File: config.mk
export PLATFORM = sky130hd
export DESIGN_NAME = sfr_read_seq
export DESIGN_NICKNAME = d
export VERILOG_FILES = /design/src/inc/sfr_pkg.sv /design/src/core/sfr_read_seq.sv
export SDC_FILE = /design/constraint.sdc
export NUM_CORES = 1
export LEC_CHECK = 0
export ABC_AREA = 1
export ABC_CLOCK_PERIOD_IN_PS = 1680
export BUFFER_PORTS_ARGS = -buffer_cell sky130_fd_sc_hd__buf_2
export CORE_MARGIN = 2
export CORE_UTILIZATION = 37
export DETAILED_ROUTE_END_ITERATION = 10
export PLACE_DENSITY_LB_ADDON = 0.1
export SYNTH_ARGS = -nofsm -noshare
export SYNTH_HDL_FRONTEND = slang
export SYNTH_SLANG_ARGS = --single-unit
export TNS_END_PERCENT = 20
File: constraint.sdc
create_clock -name CLOCK -period 1.68 [get_ports CLOCK]
set_input_delay 0.084 -clock CLOCK [delete_from_list [all_inputs] [get_ports CLOCK]]
set_output_delay 0.084 -clock CLOCK [all_outputs]
set_load 0.1 [all_outputs]
File: src/inc/sfr_pkg.sv
// Purpose: shared constants and types of the serial flash read sequencer
// Assumes: one system clock; the flash bus is sampled, never used as a clock
// Notes:   every opcode, phase length and the address-mode reset value is named here once
package sfr_pkg;

   ////////////////////////////////////////////////////////////////////////////
   // opcodes
   localparam logic [7:0] OPC_EXIT_WIDE  = 8'hE9;  // back to 24-bit addressing
   localparam logic [7:0] OPC_ENTER_WIDE = 8'hB7;  // 32-bit addressing
   localparam logic [7:0] OPC_READ       = 8'h03;  // basic read, always 24-bit
   localparam logic [7:0] OPC_READ4      = 8'h13;  // basic read, always 32-bit
   localparam logic [7:0] OPC_FAST       = 8'h0B;  // fast read, mode-dependent
   localparam logic [7:0] OPC_FAST4      = 8'h0C;  // fast read, always 32-bit
   localparam logic [7:0] OPC_DUAL_OUT   = 8'h3B;  // dual output
   localparam logic [7:0] OPC_DUAL_OUT4  = 8'h3C;
   localparam logic [7:0] OPC_QUAD_OUT   = 8'h6B;  // quad output
   localparam logic [7:0] OPC_QUAD_OUT4  = 8'h6C;
   localparam logic [7:0] OPC_DUAL_IO    = 8'hBB;  // dual address and data
   localparam logic [7:0] OPC_DUAL_IO4   = 8'hBC;

   ////////////////////////////////////////////////////////////////////////////
   // phase lengths, in serial clocks, stored as last count value; dummy lengths as the clock count itself
   localparam logic [5:0] OPC_LAST       = 6'h07;  // eight opcode bits
   localparam logic [5:0] ADDR24_LAST    = 6'h17;  // 24 single-line clocks
   localparam logic [5:0] ADDR32_LAST    = 6'h1F;  // 32 single-line clocks
   localparam logic [5:0] ADDR24_2_LAST  = 6'h0B;  // 12 two-line clocks
   localparam logic [5:0] ADDR32_2_LAST  = 6'h0F;  // 16 two-line clocks
   localparam logic [5:0] MODE_LAST      = 6'h03;  // four clocks of mode bits
   localparam logic [3:0] DUMMY_FAST     = 4'h8;   // eight dummy clocks
   localparam logic [3:0] DUMMY_NONE     = 4'h0;

   ////////////////////////////////////////////////////////////////////////////
   // array and reset values
   localparam int         ARRAY_AW       = 25;     // 256 Mbit = 32 Mbyte
   localparam logic       WIDE_RESET     = 1'b0;   // 3-byte mode after reset

   typedef enum logic [1:0] {LN_ONE, LN_TWO, LN_FOUR} sfr_lanes_t;
   typedef enum logic [1:0] {ACT_IGNORE, ACT_MODESET, ACT_READ} sfr_act_t;
   typedef enum logic [2:0] {
      S_OPC, S_ADDR, S_MODE, S_DUMMY, S_DATA, S_MODESET, S_IGN
   } sfr_state_t;

   // what an opcode asks of the later phases
   typedef struct packed {
      sfr_act_t   act;        // ignore, change mode or read
      logic       use32;      // 32-bit address
      logic       dual_addr;  // address on two lines, then mode bits
      logic [3:0] dummy;      // dummy clocks before data
      sfr_lanes_t lanes;      // data lines used for output
   } sfr_cfg_t;

   // all state of the sequencer
   typedef struct packed {
      logic                sck_s1, sck_s2, sck_q;
      logic                cs_s1, cs_s2;
      logic [3:0]          io_s1, io_s2;
      sfr_state_t          st;
      sfr_cfg_t            cfg;
      logic [7:0]          cmd;
      logic [5:0]          cnt;
      logic [31:0]         addr;
      logic [7:0]          sh;
      logic                wide;
      logic [ARRAY_AW-1:0] mem_addr;
      logic [3:0]          io_out;
      logic [3:0]          io_oe;
   } sfr_regs_t;

endpackage
File: src/core/sfr_read_seq.sv
// Purpose: read command decoder and data output sequencer of a serial flash
// Assumes: SCLK and CS_N come from the host; status bits come from this clock
// Notes:   array read port has one cycle latency; serial clock is oversampled
//
// Summary of operation
// - exit opcode returns to 24-bit addressing
// - 3-byte mode upper byte from extended register
// - basic read always takes 24-bit address
// - opcode and address sampled on rising edges
// - data changes on falling edges, MSB first
// - address increments per byte until deselect
// - basic reads ignored while busy
// - basic and 4-byte reads need standard mode
// - 4-byte basic read takes 32-bit address
// - fast read has eight dummy clocks
// - mode-dependent reads follow address mode width
// - 4-byte fast read: 32-bit, eight dummies
// - dual output: two bits per clock
// - 4-byte dual output: 32-bit address
// - quad output needs quad enable set
// - 4-byte quad output: 32-bit address
// - dual I/O: two-line address, four clocks
// - 4-byte dual I/O: 32-bit, standard mode
// - enter opcode selects 32-bit addressing
// - extended register supplies bits 31..24
module sfr_read_seq
   import sfr_pkg::*;
(
   input  wire logic                CLOCK,
   input  wire logic                RST_N,
   input  wire logic                SCLK,
   input  wire logic                CS_N,
   input  wire logic [3:0]          IO_IN,
   output      logic [3:0]          IO_OUT,
   output      logic [3:0]          IO_OE,
   input  wire logic                QUAD_ENABLE,
   input  wire logic                BUSY,
   input  wire logic                QPI_MODE,
   input  wire logic [7:0]          EXT_ADDR,
   output      logic [ARRAY_AW-1:0] MEM_ADDR,
   input  wire logic [7:0]          MEM_DATA,
   output      logic                WIDE_ADDRESS_MODE_FLAG
);

   ////////////////////////////////////////////////////////////////////////////
   // opcode decode

   // one opcode plus the current mode bits give the whole read recipe
   function automatic sfr_cfg_t decode(input logic [7:0] opc,
                                       input logic       wide,
                                       input logic       quad_enable,
                                       input logic       busy,
                                       input logic       qpi);
      sfr_cfg_t c;
      c = '{act: ACT_READ, use32: wide, dual_addr: 1'b0,
            dummy: DUMMY_FAST, lanes: LN_ONE};
      case (opc)
         OPC_READ: begin
            c.use32 = 1'b0;
            c.dummy = DUMMY_NONE;
            if (busy) begin
               c.act = ACT_IGNORE;
            end
         end
         OPC_READ4: begin
            c.use32 = 1'b1;
            c.dummy = DUMMY_NONE;
            if (busy) begin
               c.act = ACT_IGNORE;
            end
         end
         OPC_FAST: begin
            c.use32 = wide;
         end
         OPC_FAST4: begin
            c.use32 = 1'b1;
         end
         OPC_DUAL_OUT: begin
            c.lanes = LN_TWO;
         end
         OPC_DUAL_OUT4: begin
            c.lanes = LN_TWO;
            c.use32 = 1'b1;
         end
         OPC_QUAD_OUT, OPC_QUAD_OUT4: begin
            c.lanes = LN_FOUR;
            c.use32 = (opc == OPC_QUAD_OUT4) ? 1'b1 : wide;
            if (!quad_enable) begin
               c.act = ACT_IGNORE;
            end
         end
         OPC_DUAL_IO, OPC_DUAL_IO4: begin
            // mode-bit clocks stand in for the dummy clocks
            c.lanes     = LN_TWO;
            c.dual_addr = 1'b1;
            c.dummy     = DUMMY_NONE;
            c.use32     = (opc == OPC_DUAL_IO4) ? 1'b1 : wide;
         end
         OPC_EXIT_WIDE, OPC_ENTER_WIDE: begin
            c.act = ACT_MODESET;
         end
         default: begin
            c.act = ACT_IGNORE;
         end
      endcase
      // only the single-line opcode stream is decoded here
      if (qpi) begin
         c.act = ACT_IGNORE;
      end
      return c;
   endfunction

   ////////////////////////////////////////////////////////////////////////////
   // state and edge detection

   sfr_regs_t           r;          // registered state
   sfr_regs_t           next_r;     // its next value
   logic                rise;       // serial clock rising edge seen
   logic                fall;       // serial clock falling edge seen
   logic                sel;        // chip selected, synchronised
   logic                addr_done;  // last address clock taken

   // edges come from the second and third stages only
   assign rise = r.sck_s2 & ~r.sck_q;
   assign fall = ~r.sck_s2 & r.sck_q;
   assign sel  = ~r.cs_s2;

   assign addr_done = sel && rise && (r.st == S_ADDR) &&
                      (r.cnt == (r.cfg.use32 ?
                                 (r.cfg.dual_addr ? ADDR32_2_LAST : ADDR32_LAST) :
                                 (r.cfg.dual_addr ? ADDR24_2_LAST : ADDR24_LAST)));

   ////////////////////////////////////////////////////////////////////////////
   // next-state logic

   always_comb begin
      logic [7:0]  opc;    // opcode with the newest bit
      logic [31:0] a;      // address with the newest bits
      logic [31:0] eff;    // effective array address
      sfr_cfg_t    c;      // decoded recipe
      logic [7:0]  byte_v; // byte being shifted out
      next_r = r;
      opc    = {r.cmd[6:0], r.io_s2[0]};
      a      = r.cfg.dual_addr ? {r.addr[29:0], r.io_s2[1], r.io_s2[0]}
                               : {r.addr[30:0], r.io_s2[0]};
      eff    = r.cfg.use32 ? a : {EXT_ADDR, a[23:0]};
      c      = decode(opc, r.wide, QUAD_ENABLE, BUSY, QPI_MODE);
      byte_v = (r.cnt == 6'h00) ? MEM_DATA : r.sh;

      // two-stage synchronisers on every pin input
      next_r.sck_s1 = SCLK;
      next_r.sck_s2 = r.sck_s1;
      next_r.sck_q  = r.sck_s2;
      next_r.cs_s1  = CS_N;
      next_r.cs_s2  = r.cs_s1;
      next_r.io_s1  = IO_IN;
      next_r.io_s2  = r.io_s1;

      if (!sel) begin
         // deselect ends any command; mode change only after exactly 8 bits
         if (r.st == S_MODESET) begin
            next_r.wide = (r.cmd == OPC_ENTER_WIDE);
         end
         next_r.st    = S_OPC;
         next_r.cnt   = 6'h00;
         next_r.io_oe = 4'h0;
      end else begin
         case (r.st)
            // opcode bits on rising edges
            S_OPC: begin
               if (rise) begin
                  next_r.cmd = opc;
                  next_r.cnt = 6'(r.cnt + 6'h01);
                  if (r.cnt == OPC_LAST) begin
                     next_r.cnt  = 6'h00;
                     next_r.cfg  = c;
                     next_r.addr = 32'h0000_0000;
                     case (c.act)
                        ACT_READ:    next_r.st = S_ADDR;
                        ACT_MODESET: next_r.st = S_MODESET;
                        default:     next_r.st = S_IGN;
                     endcase
                  end
               end
            end
            // address bits, one or two per rising edge
            S_ADDR: begin
               if (rise) begin
                  next_r.addr = a;
                  next_r.cnt  = 6'(r.cnt + 6'h01);
                  if (addr_done) begin
                     next_r.cnt      = 6'h00;
                     next_r.mem_addr = eff[ARRAY_AW-1:0];
                     if (r.cfg.dual_addr) begin
                        next_r.st = S_MODE;
                     end else if (r.cfg.dummy != DUMMY_NONE) begin
                        next_r.st = S_DUMMY;
                     end else begin
                        next_r.st = S_DATA;
                     end
                  end
               end
            end
            // continuation bits: value not used, host keeps them all ones
            S_MODE: begin
               if (rise) begin
                  next_r.cnt = 6'(r.cnt + 6'h01);
                  if (r.cnt == MODE_LAST) begin
                     next_r.cnt = 6'h00;
                     next_r.st  = S_DATA;
                  end
               end
            end
            // dummy clocks: input ignored, outputs left undriven
            S_DUMMY: begin
               if (rise) begin
                  next_r.cnt = 6'(r.cnt + 6'h01);
                  if (r.cnt == 6'({2'b00, r.cfg.dummy} - 6'h01)) begin
                     next_r.cnt = 6'h00;
                     next_r.st  = S_DATA;
                  end
               end
            end
            // data out on falling edges; drivers turn on at the first one
            S_DATA: begin
               if (fall) begin
                  case (r.cfg.lanes)
                     LN_TWO: begin
                        next_r.io_out = {2'b00, byte_v[7:6]};
                        next_r.io_oe  = 4'h3;
                        next_r.sh     = {byte_v[5:0], 2'b00};
                        next_r.cnt    = (r.cnt == 6'h00) ? 6'h03 : 6'(r.cnt - 6'h01);
                     end
                     LN_FOUR: begin
                        next_r.io_out = byte_v[7:4];
                        next_r.io_oe  = 4'hF;
                        next_r.sh     = {byte_v[3:0], 4'h0};
                        next_r.cnt    = (r.cnt == 6'h00) ? 6'h01 : 6'(r.cnt - 6'h01);
                     end
                     default: begin
                        next_r.io_out = {2'b00, byte_v[7], 1'b0};
                        next_r.io_oe  = 4'h2;
                        next_r.sh     = {byte_v[6:0], 1'b0};
                        next_r.cnt    = (r.cnt == 6'h00) ? 6'h07 : 6'(r.cnt - 6'h01);
                     end
                  endcase
                  // last slice of the byte: fetch the next one, wrapping
                  if (r.cnt == 6'h01) begin
                     next_r.mem_addr = r.mem_addr + ARRAY_AW'(1);
                  end
               end
            end
            // a clock after the mode opcode voids it
            S_MODESET: begin
               if (rise) begin
                  next_r.st = S_IGN;
               end
            end
            S_IGN: begin
               next_r.io_oe = 4'h0;
            end
            default: begin
               next_r.st = S_IGN;
            end
         endcase
      end
   end

   ////////////////////////////////////////////////////////////////////////////
   // state register; deselected and 3-byte mode after reset

   always_ff @(posedge CLOCK or negedge RST_N) begin
      if (!RST_N) begin
         r       <= '0;
         r.cs_s1 <= 1'b1;
         r.cs_s2 <= 1'b1;
         r.wide  <= WIDE_RESET;
      end else begin
         r <= next_r;
      end
   end

   // outputs straight from the state register
   assign IO_OUT                 = r.io_out;
   assign IO_OE                  = r.io_oe;
   assign MEM_ADDR               = r.mem_addr;
   assign WIDE_ADDRESS_MODE_FLAG = r.wide;

   logic opc_end;  // eighth opcode bit taken this cycle
   assign opc_end = sel && rise && (r.st == S_OPC) && (r.cnt == OPC_LAST);
endmodule

# Word level (Yosys, flattened, before mapping)
# Index checks and enable logic that the tools add are counted.
# Widths: inputs -> output; s select.
[classes]
bitwise_logic = 5
n_shift = 0
add_sub_neg = 4
eq_ne = 45
div = 0
reduce_logical = 28
n_lt_le_gt_ge = 0
n_mul = 0
muxes = 54
[op_table]
columns = ["op", "n"]
rows = [
  ["$mux 25", 4],
  ["$mux 38", 2],
  ["$pmux 31 s2", 1],
  ["$mux 6", 10],
  ["$mux 59", 1],
  ["$pmux 25 s2", 1],
  ["$eq 8x8->1 const B", 5],
  ["$mux 33", 1],
  ["$mux 32", 1],
  ["$pmux 8 s2", 2],
  ["$mux 3", 10],
  ["$ne 3x3->1 const B", 10],
  ["$pmux 6 s5", 1],
  ["$add 25x1->25 const B", 1],
  ["$pmux 3 s6", 1],
  ["$eq 8x4->1 const B", 2],
  ["$eq 8x6->1 const B", 2],
  ["$eq 8x7->1 const B", 2],
  ["$mux 5", 3],
  ["$mux 13", 1],
  ["$ne 2x2->1 const B", 6],
  ["$pmux 6 s2", 1],
  ["$reduce_and 6->1", 2],
  ["$reduce_and 10->1", 1],
  ["other kinds (42)", 65],
]
[totals]
regBits = 109
romBits = 0
mem_bits_rw = 0
latch_bits = 0
inputBits = 27
memories = 0
wordCells = 157
out_inout_bits = 34

# Depth between registers and ports, before layout
[logic_depth]
ltp_word = 10
ltp_mapped = 15

# Least setup slack after synthesis
# Ideal clock, no wire load.
[synth_timing]
path_kind = "reg2reg"
from = "register r[86] (netlist bit)"
to = "register r[98] (netlist bit)"
setup_slack_ns = -0.164
stages_incl_launch_ff = 13
required_time_ns = 1.608
setup_time_ns = 0.072
arrival_ns = 1.773
cell_sequence = "dfrtp_1 > clkbuf_1 > nor2_1 > nand3_1 > o21ai_0 > nand2_1 > a21oi_1 > ha_1 > nor2_1 > nand2_1 > o31ai_1 > o21ai_0 > nor2_1"
[synth_between]
elab_chain_len = 10
[synth_rtl]
columns = ["item", "line", "rtl"]
rows = [
  ["start: declaration", "sfr_read_seq.sv:116", "sfr_regs_t r;"],
  ["start signal: assignment", "sfr_read_seq.sv:279", "r <= next_r;"],
  ["$eq 8x8->1 (tied with other cells)", "sfr_read_seq.sv:57", "case (opc)"],
  ["$reduce_or 6->1 (no source line) (tied with other cells)", "-", ""],
  ["$pmux 2 s4 (*)", "sfr_read_seq.sv:57", ""],
  ["$mux 2 (*)", "sfr_read_seq.sv:107", "if (qpi) begin"],
  ["$eq 2x1->1 or $eq 2x2->1 (tied branches)", "sfr_read_seq.sv:178", "case (c.act)"],
  ["$pmux 3 s2 (*)", "sfr_read_seq.sv:178", ""],
  ["$mux 13 (*)", "sfr_read_seq.sv:174", "if (r.cnt == OPC_LAST) begin"],
  ["$mux 59 (*)", "sfr_read_seq.sv:171", "if (rise) begin"],
  ["$pmux 3 s6 (*)", "sfr_read_seq.sv:168", "case (r.st)"],
  ["$mux 3 (*)", "sfr_read_seq.sv:159", "if (!sel) begin"],
]
# Mark *: on every way between the ends. The rest lies on a longest branch, timed or not. The select of a mux whose other input is x is not followed.
# A chain may end at the register's enable or synchronous reset.

# Worst setup path after layout
[layout_timing]
from = "register r[101] (netlist bit)"
to = "register r[98] (netlist bit)"
# The elaborated chain is that of the path after synthesis.

==> flow_summary.ini <==
[setup_path]
crit_fanout = 3
worstReg2RegStart = r[101]
worstSetupPathType = reg2reg
reg2reg_depth = 12
critPathRequiredTime_ns = 1.97
cp-start-kind = flop
rrSetupSlack_ns = -0.10
crit_family = simple AND/OR/NAND/NOR gates
crit_chain = buf_4 > nor3_4 > nor2_1 > inv_1 > nand2_1 > a21oi_1 > ha_1 > nor2_1 > nand2_1 > o31ai_1 > o21ai_1 > nor2_1
cpMaxStageDelayCell = dfrtp_1
cp_num_cells = 12
cp-end-kind = flop
cpPeakStageDelay_ns = 0.41
r2r_end = r[98]
crit_path_end = r[98]
cp_common_cell = nor2_1
crit_buf_inv = 2
critPathArrivalTime_ns = 2.07
startpoint = r[101]

[layout]
antennaDiodeCount = 0
ff_latch_area_mm2 = 0.00238
multi_input_area_mm2 = 0.00324
layout.nets = 1037
design_area_mm2 = 0.00802
n_fill_cell = 1705
area_growth_pct = 28.7
drive_gt1_frac = 0.297

[floorplanning]
io_pins = 61
die_x_um = 134
rows = 47
die_h_um = 134
die_area_mm2 = 0.0179
core_area_mm2 = 0.0165
start_util = 0.377

[sta]
slew_headroom = 0.664
hold_viol = 0
min_period_ns = 1.78
worst_pin_slew_ns = 0.507
finalWorstSetupSlack_ns = -0.105
max_freq_ghz = 0.560
maxSlewViolCount = 0
setup_violations = 23
finalCritPeriodShare = 1.06
setup_tns_ns = -1.01
timing.hold.ws_ns = 0.0513
rsz0062_at_grt = true
skew_ns = 0.00864

[yosys]
synth_ff_type = dfrtp_1
synth_top_cell_by_area = dfrtp_1
synth.avg_cell_area_um2 = 7.15
muxShareOfSynthArea = 0.00321
syn_inst = 872
synthDistinctLibCells = 51
synth_area_mm2 = 0.00623
synth_top_area_share = 0.373
yosys-top-cells-area = dfrtp_1 (37%), nand2_1 (13%), o21ai_0 (7.5%)
ys_async_sr_fraction = 1.00
ys_warn_count = 0
synthSimpleGateAreaFrac = 0.301
synth_top_family_by_area = simple AND/OR/NAND/NOR gates
ys_seq_area_frac = 0.382
synth_edf_count = 0
ys_ff_latch = 95
synth_xor_area_frac = 0.00843
synth_nets = 906
synth_fa_ha_area_frac = 0.0141
synth_compound_area_frac = 0.154

[routing]
highest_layer = met4
route.met2.wl_um = 8070
firstDrtPassIters = 5
ant_nets = 0
dr_total_vias = 5994
met1_length_um = 8890
totalWireLength_um = 18000
wl_met3_um = 755
wl_per_cell_um = 14.6
route.detailed.drc = 0
drt_iter0_drc = 359
via_per_inst = 4.89

[cts]
worstSkewPairLatency_ns = 0.36
clkTransAtPathRegs_ns = 0.06
cts_buffers = 9
cts_tree = done
cts.path.max_buffers = 2
ctsRootBufferMaster = clkbuf_16
clock-sinks = 95
ctsHtreeMaxLevel = 3

[global_routing]
track_usage = 0.203
antenna_found_initial = 0
grt_max_degree = 46
grt_overflow = 0
grt_first_pass_wirelength_um = 28900
first_global_vias = 5686

[run]
maxCapViolations = 0

[run_status]
status = finished with violations
violations = setup timing

[placed_design]
place_hpwl_um = 13000
finalWeightedCongestion = 0.874
post-place-ws_ns = -0.121
portBuffers = 51
place_area_mm2 = 0.00720

[power]
leakage_nw = 3.84
p_per_area_mw_per_mm2 = 709
irDropWorstVdd_mv = 0.497

[worst_hold_path]
hp-start = MEM_DATA[7]
hp-class = in2reg
==> where the power goes <==
part | switching (W) | leakage (nW) | internal (W)
Combinational | 0.000558 | 2.42 | 0.000299
Sequential | 0.000104 | 1.25 | 0.00239
Clock | 0.000920 | 0.165 | 0.00142
Total | 0.00158 | 3.84 | 0.00410
==> final cells by class <==
cell class	count	area share
repair inverters	3	0.00452
flip-flops and latches	95	0.297
clock inverters	3	0.00811
repair buffers	175	0.163
multi-input cells	604	0.404
well taps	220	0.0343
inverters	115	0.0561
clock buffers	12	0.0332
==> state kept, by name, summed over array words and instances, names as in the netlist <==
| signal | flops |
|---|---|
| WIDE_ADDRESS_MODE_FLAG | 1 |
| MEM_ADDR | 25 |
| r | 57 |
| IO_OUT | 4 |
| next_r | 5 |
| IO_OE | 3 |
==> routing by layer <==
| metal | vias up | track usage |
|---|---|---|
| li1 | 3067 | - |
| met1 | 2784 | 0.298 |
| met2 | 126 | 0.312 |
| met3 | 17 | 0.0268 |
| met4 | 0 | 0.0644 |
| met5 | - | 0 |
==> synthesized netlist by cell type, types with 2 or more instances <==
master / number
a31oi_1: 3
dfstp_2: 2
o211ai_1: 5
nor2_2: 4
mux2i_1: 2
nand2_4: 2
nor2_4: 6
a21oi_1: 22
o31ai_1: 3
ha_1: 7
o22ai_1: 4
nor3_1: 9
nand3_1: 74
nor2_1: 79
o21ai_0: 94
o221ai_1: 4
buf_4: 36
o21bai_1: 2
nand2_1: 219
inv_2: 8
o21ai_2: 14
nand4_1: 13
xor2_1: 6
inv_1: 104
buf_2: 8
nand2_2: 7
buf_6: 3
dfrtp_1: 93
or2_2: 4
o21ai_1: 3
clkbuf_1: 10
a22oi_1: 3
==> worst register-to-register path, cell delays in order (launching register included) <==
cell     delay (ns)
dfrtp_1        0.41
buf_4          0.16
nor3_4         0.16
nor2_1         0.08
inv_1          0.08
nand2_1        0.06
a21oi_1        0.13
ha_1           0.26
nor2_1         0.09
nand2_1        0.06
o31ai_1        0.06
o21ai_1        0.08
nor2_1         0.08
==> layout by cell type, fill, tap and decap left out, drive strengths merged, types with 2 or more instances in the layout <==
cell type,n
nand2,230
buf,170
inv,117
o21ai,111
dfrtp,93
nor2,90
nand3,74
a21oi,23
nand4,14
clkbuf,12
nor3,9
ha,7
xor2,6
o211ai,6
dlygate4sd3,5
or2,5
o22ai,4
o221ai,4
o31ai,3
a22oi,3
a31oi,3
o21bai,2
mux2i,2
bufinv,2
dfstp,2
clkinv,2
==> repair_timing <==
action | in CTS | in global routing
setup endpoints to repair | 59 | 71
hold buffers | 5 | 0
pin swaps | 6 | 13
hold endpoints to repair | 31 | 0
resized for setup | 25 | 67
gates cloned | 1 | 4
buffers inserted | 5 | 7
==> kinds of logic (layout without fill, tap and decap cells) <==
family,after synthesis,in the layout
buffers and inverters,174,308
and+or+nand+nor,424,425
xor gates and xnor gates,6,6
adders and majority gates,7,7
AOI/OAI and AO/OA,164,164
DFF,95,95
muxes,2,2
==> how the worst min path moves through the flow <==
stage                endpoint  cells past startpoint  slack (ns)
floorplan            IO_OE[0]                      0       -0.21
global placement        r[84]                      1        0.04
detailed placement      r[83]                      1        0.05
CTS                 IO_OUT[3]                      3        0.04
global route            r[36]                      5        0.08
finish              IO_OUT[3]                      3        0.05
==> metrics by stage <==
stage	util	instances	power [W]
6_report	0.486	1227	0.00569
5_1_grt	0.486	1227	0.00593
4_1_cts	0.468	1216	0.00569
3_3_place_gp	0.436	1190	0.00330
3_5_place_dp	0.436	1190	0.00330
2_1_floorplan	-	872	0.00305
(Power assumes the default switching activity.)
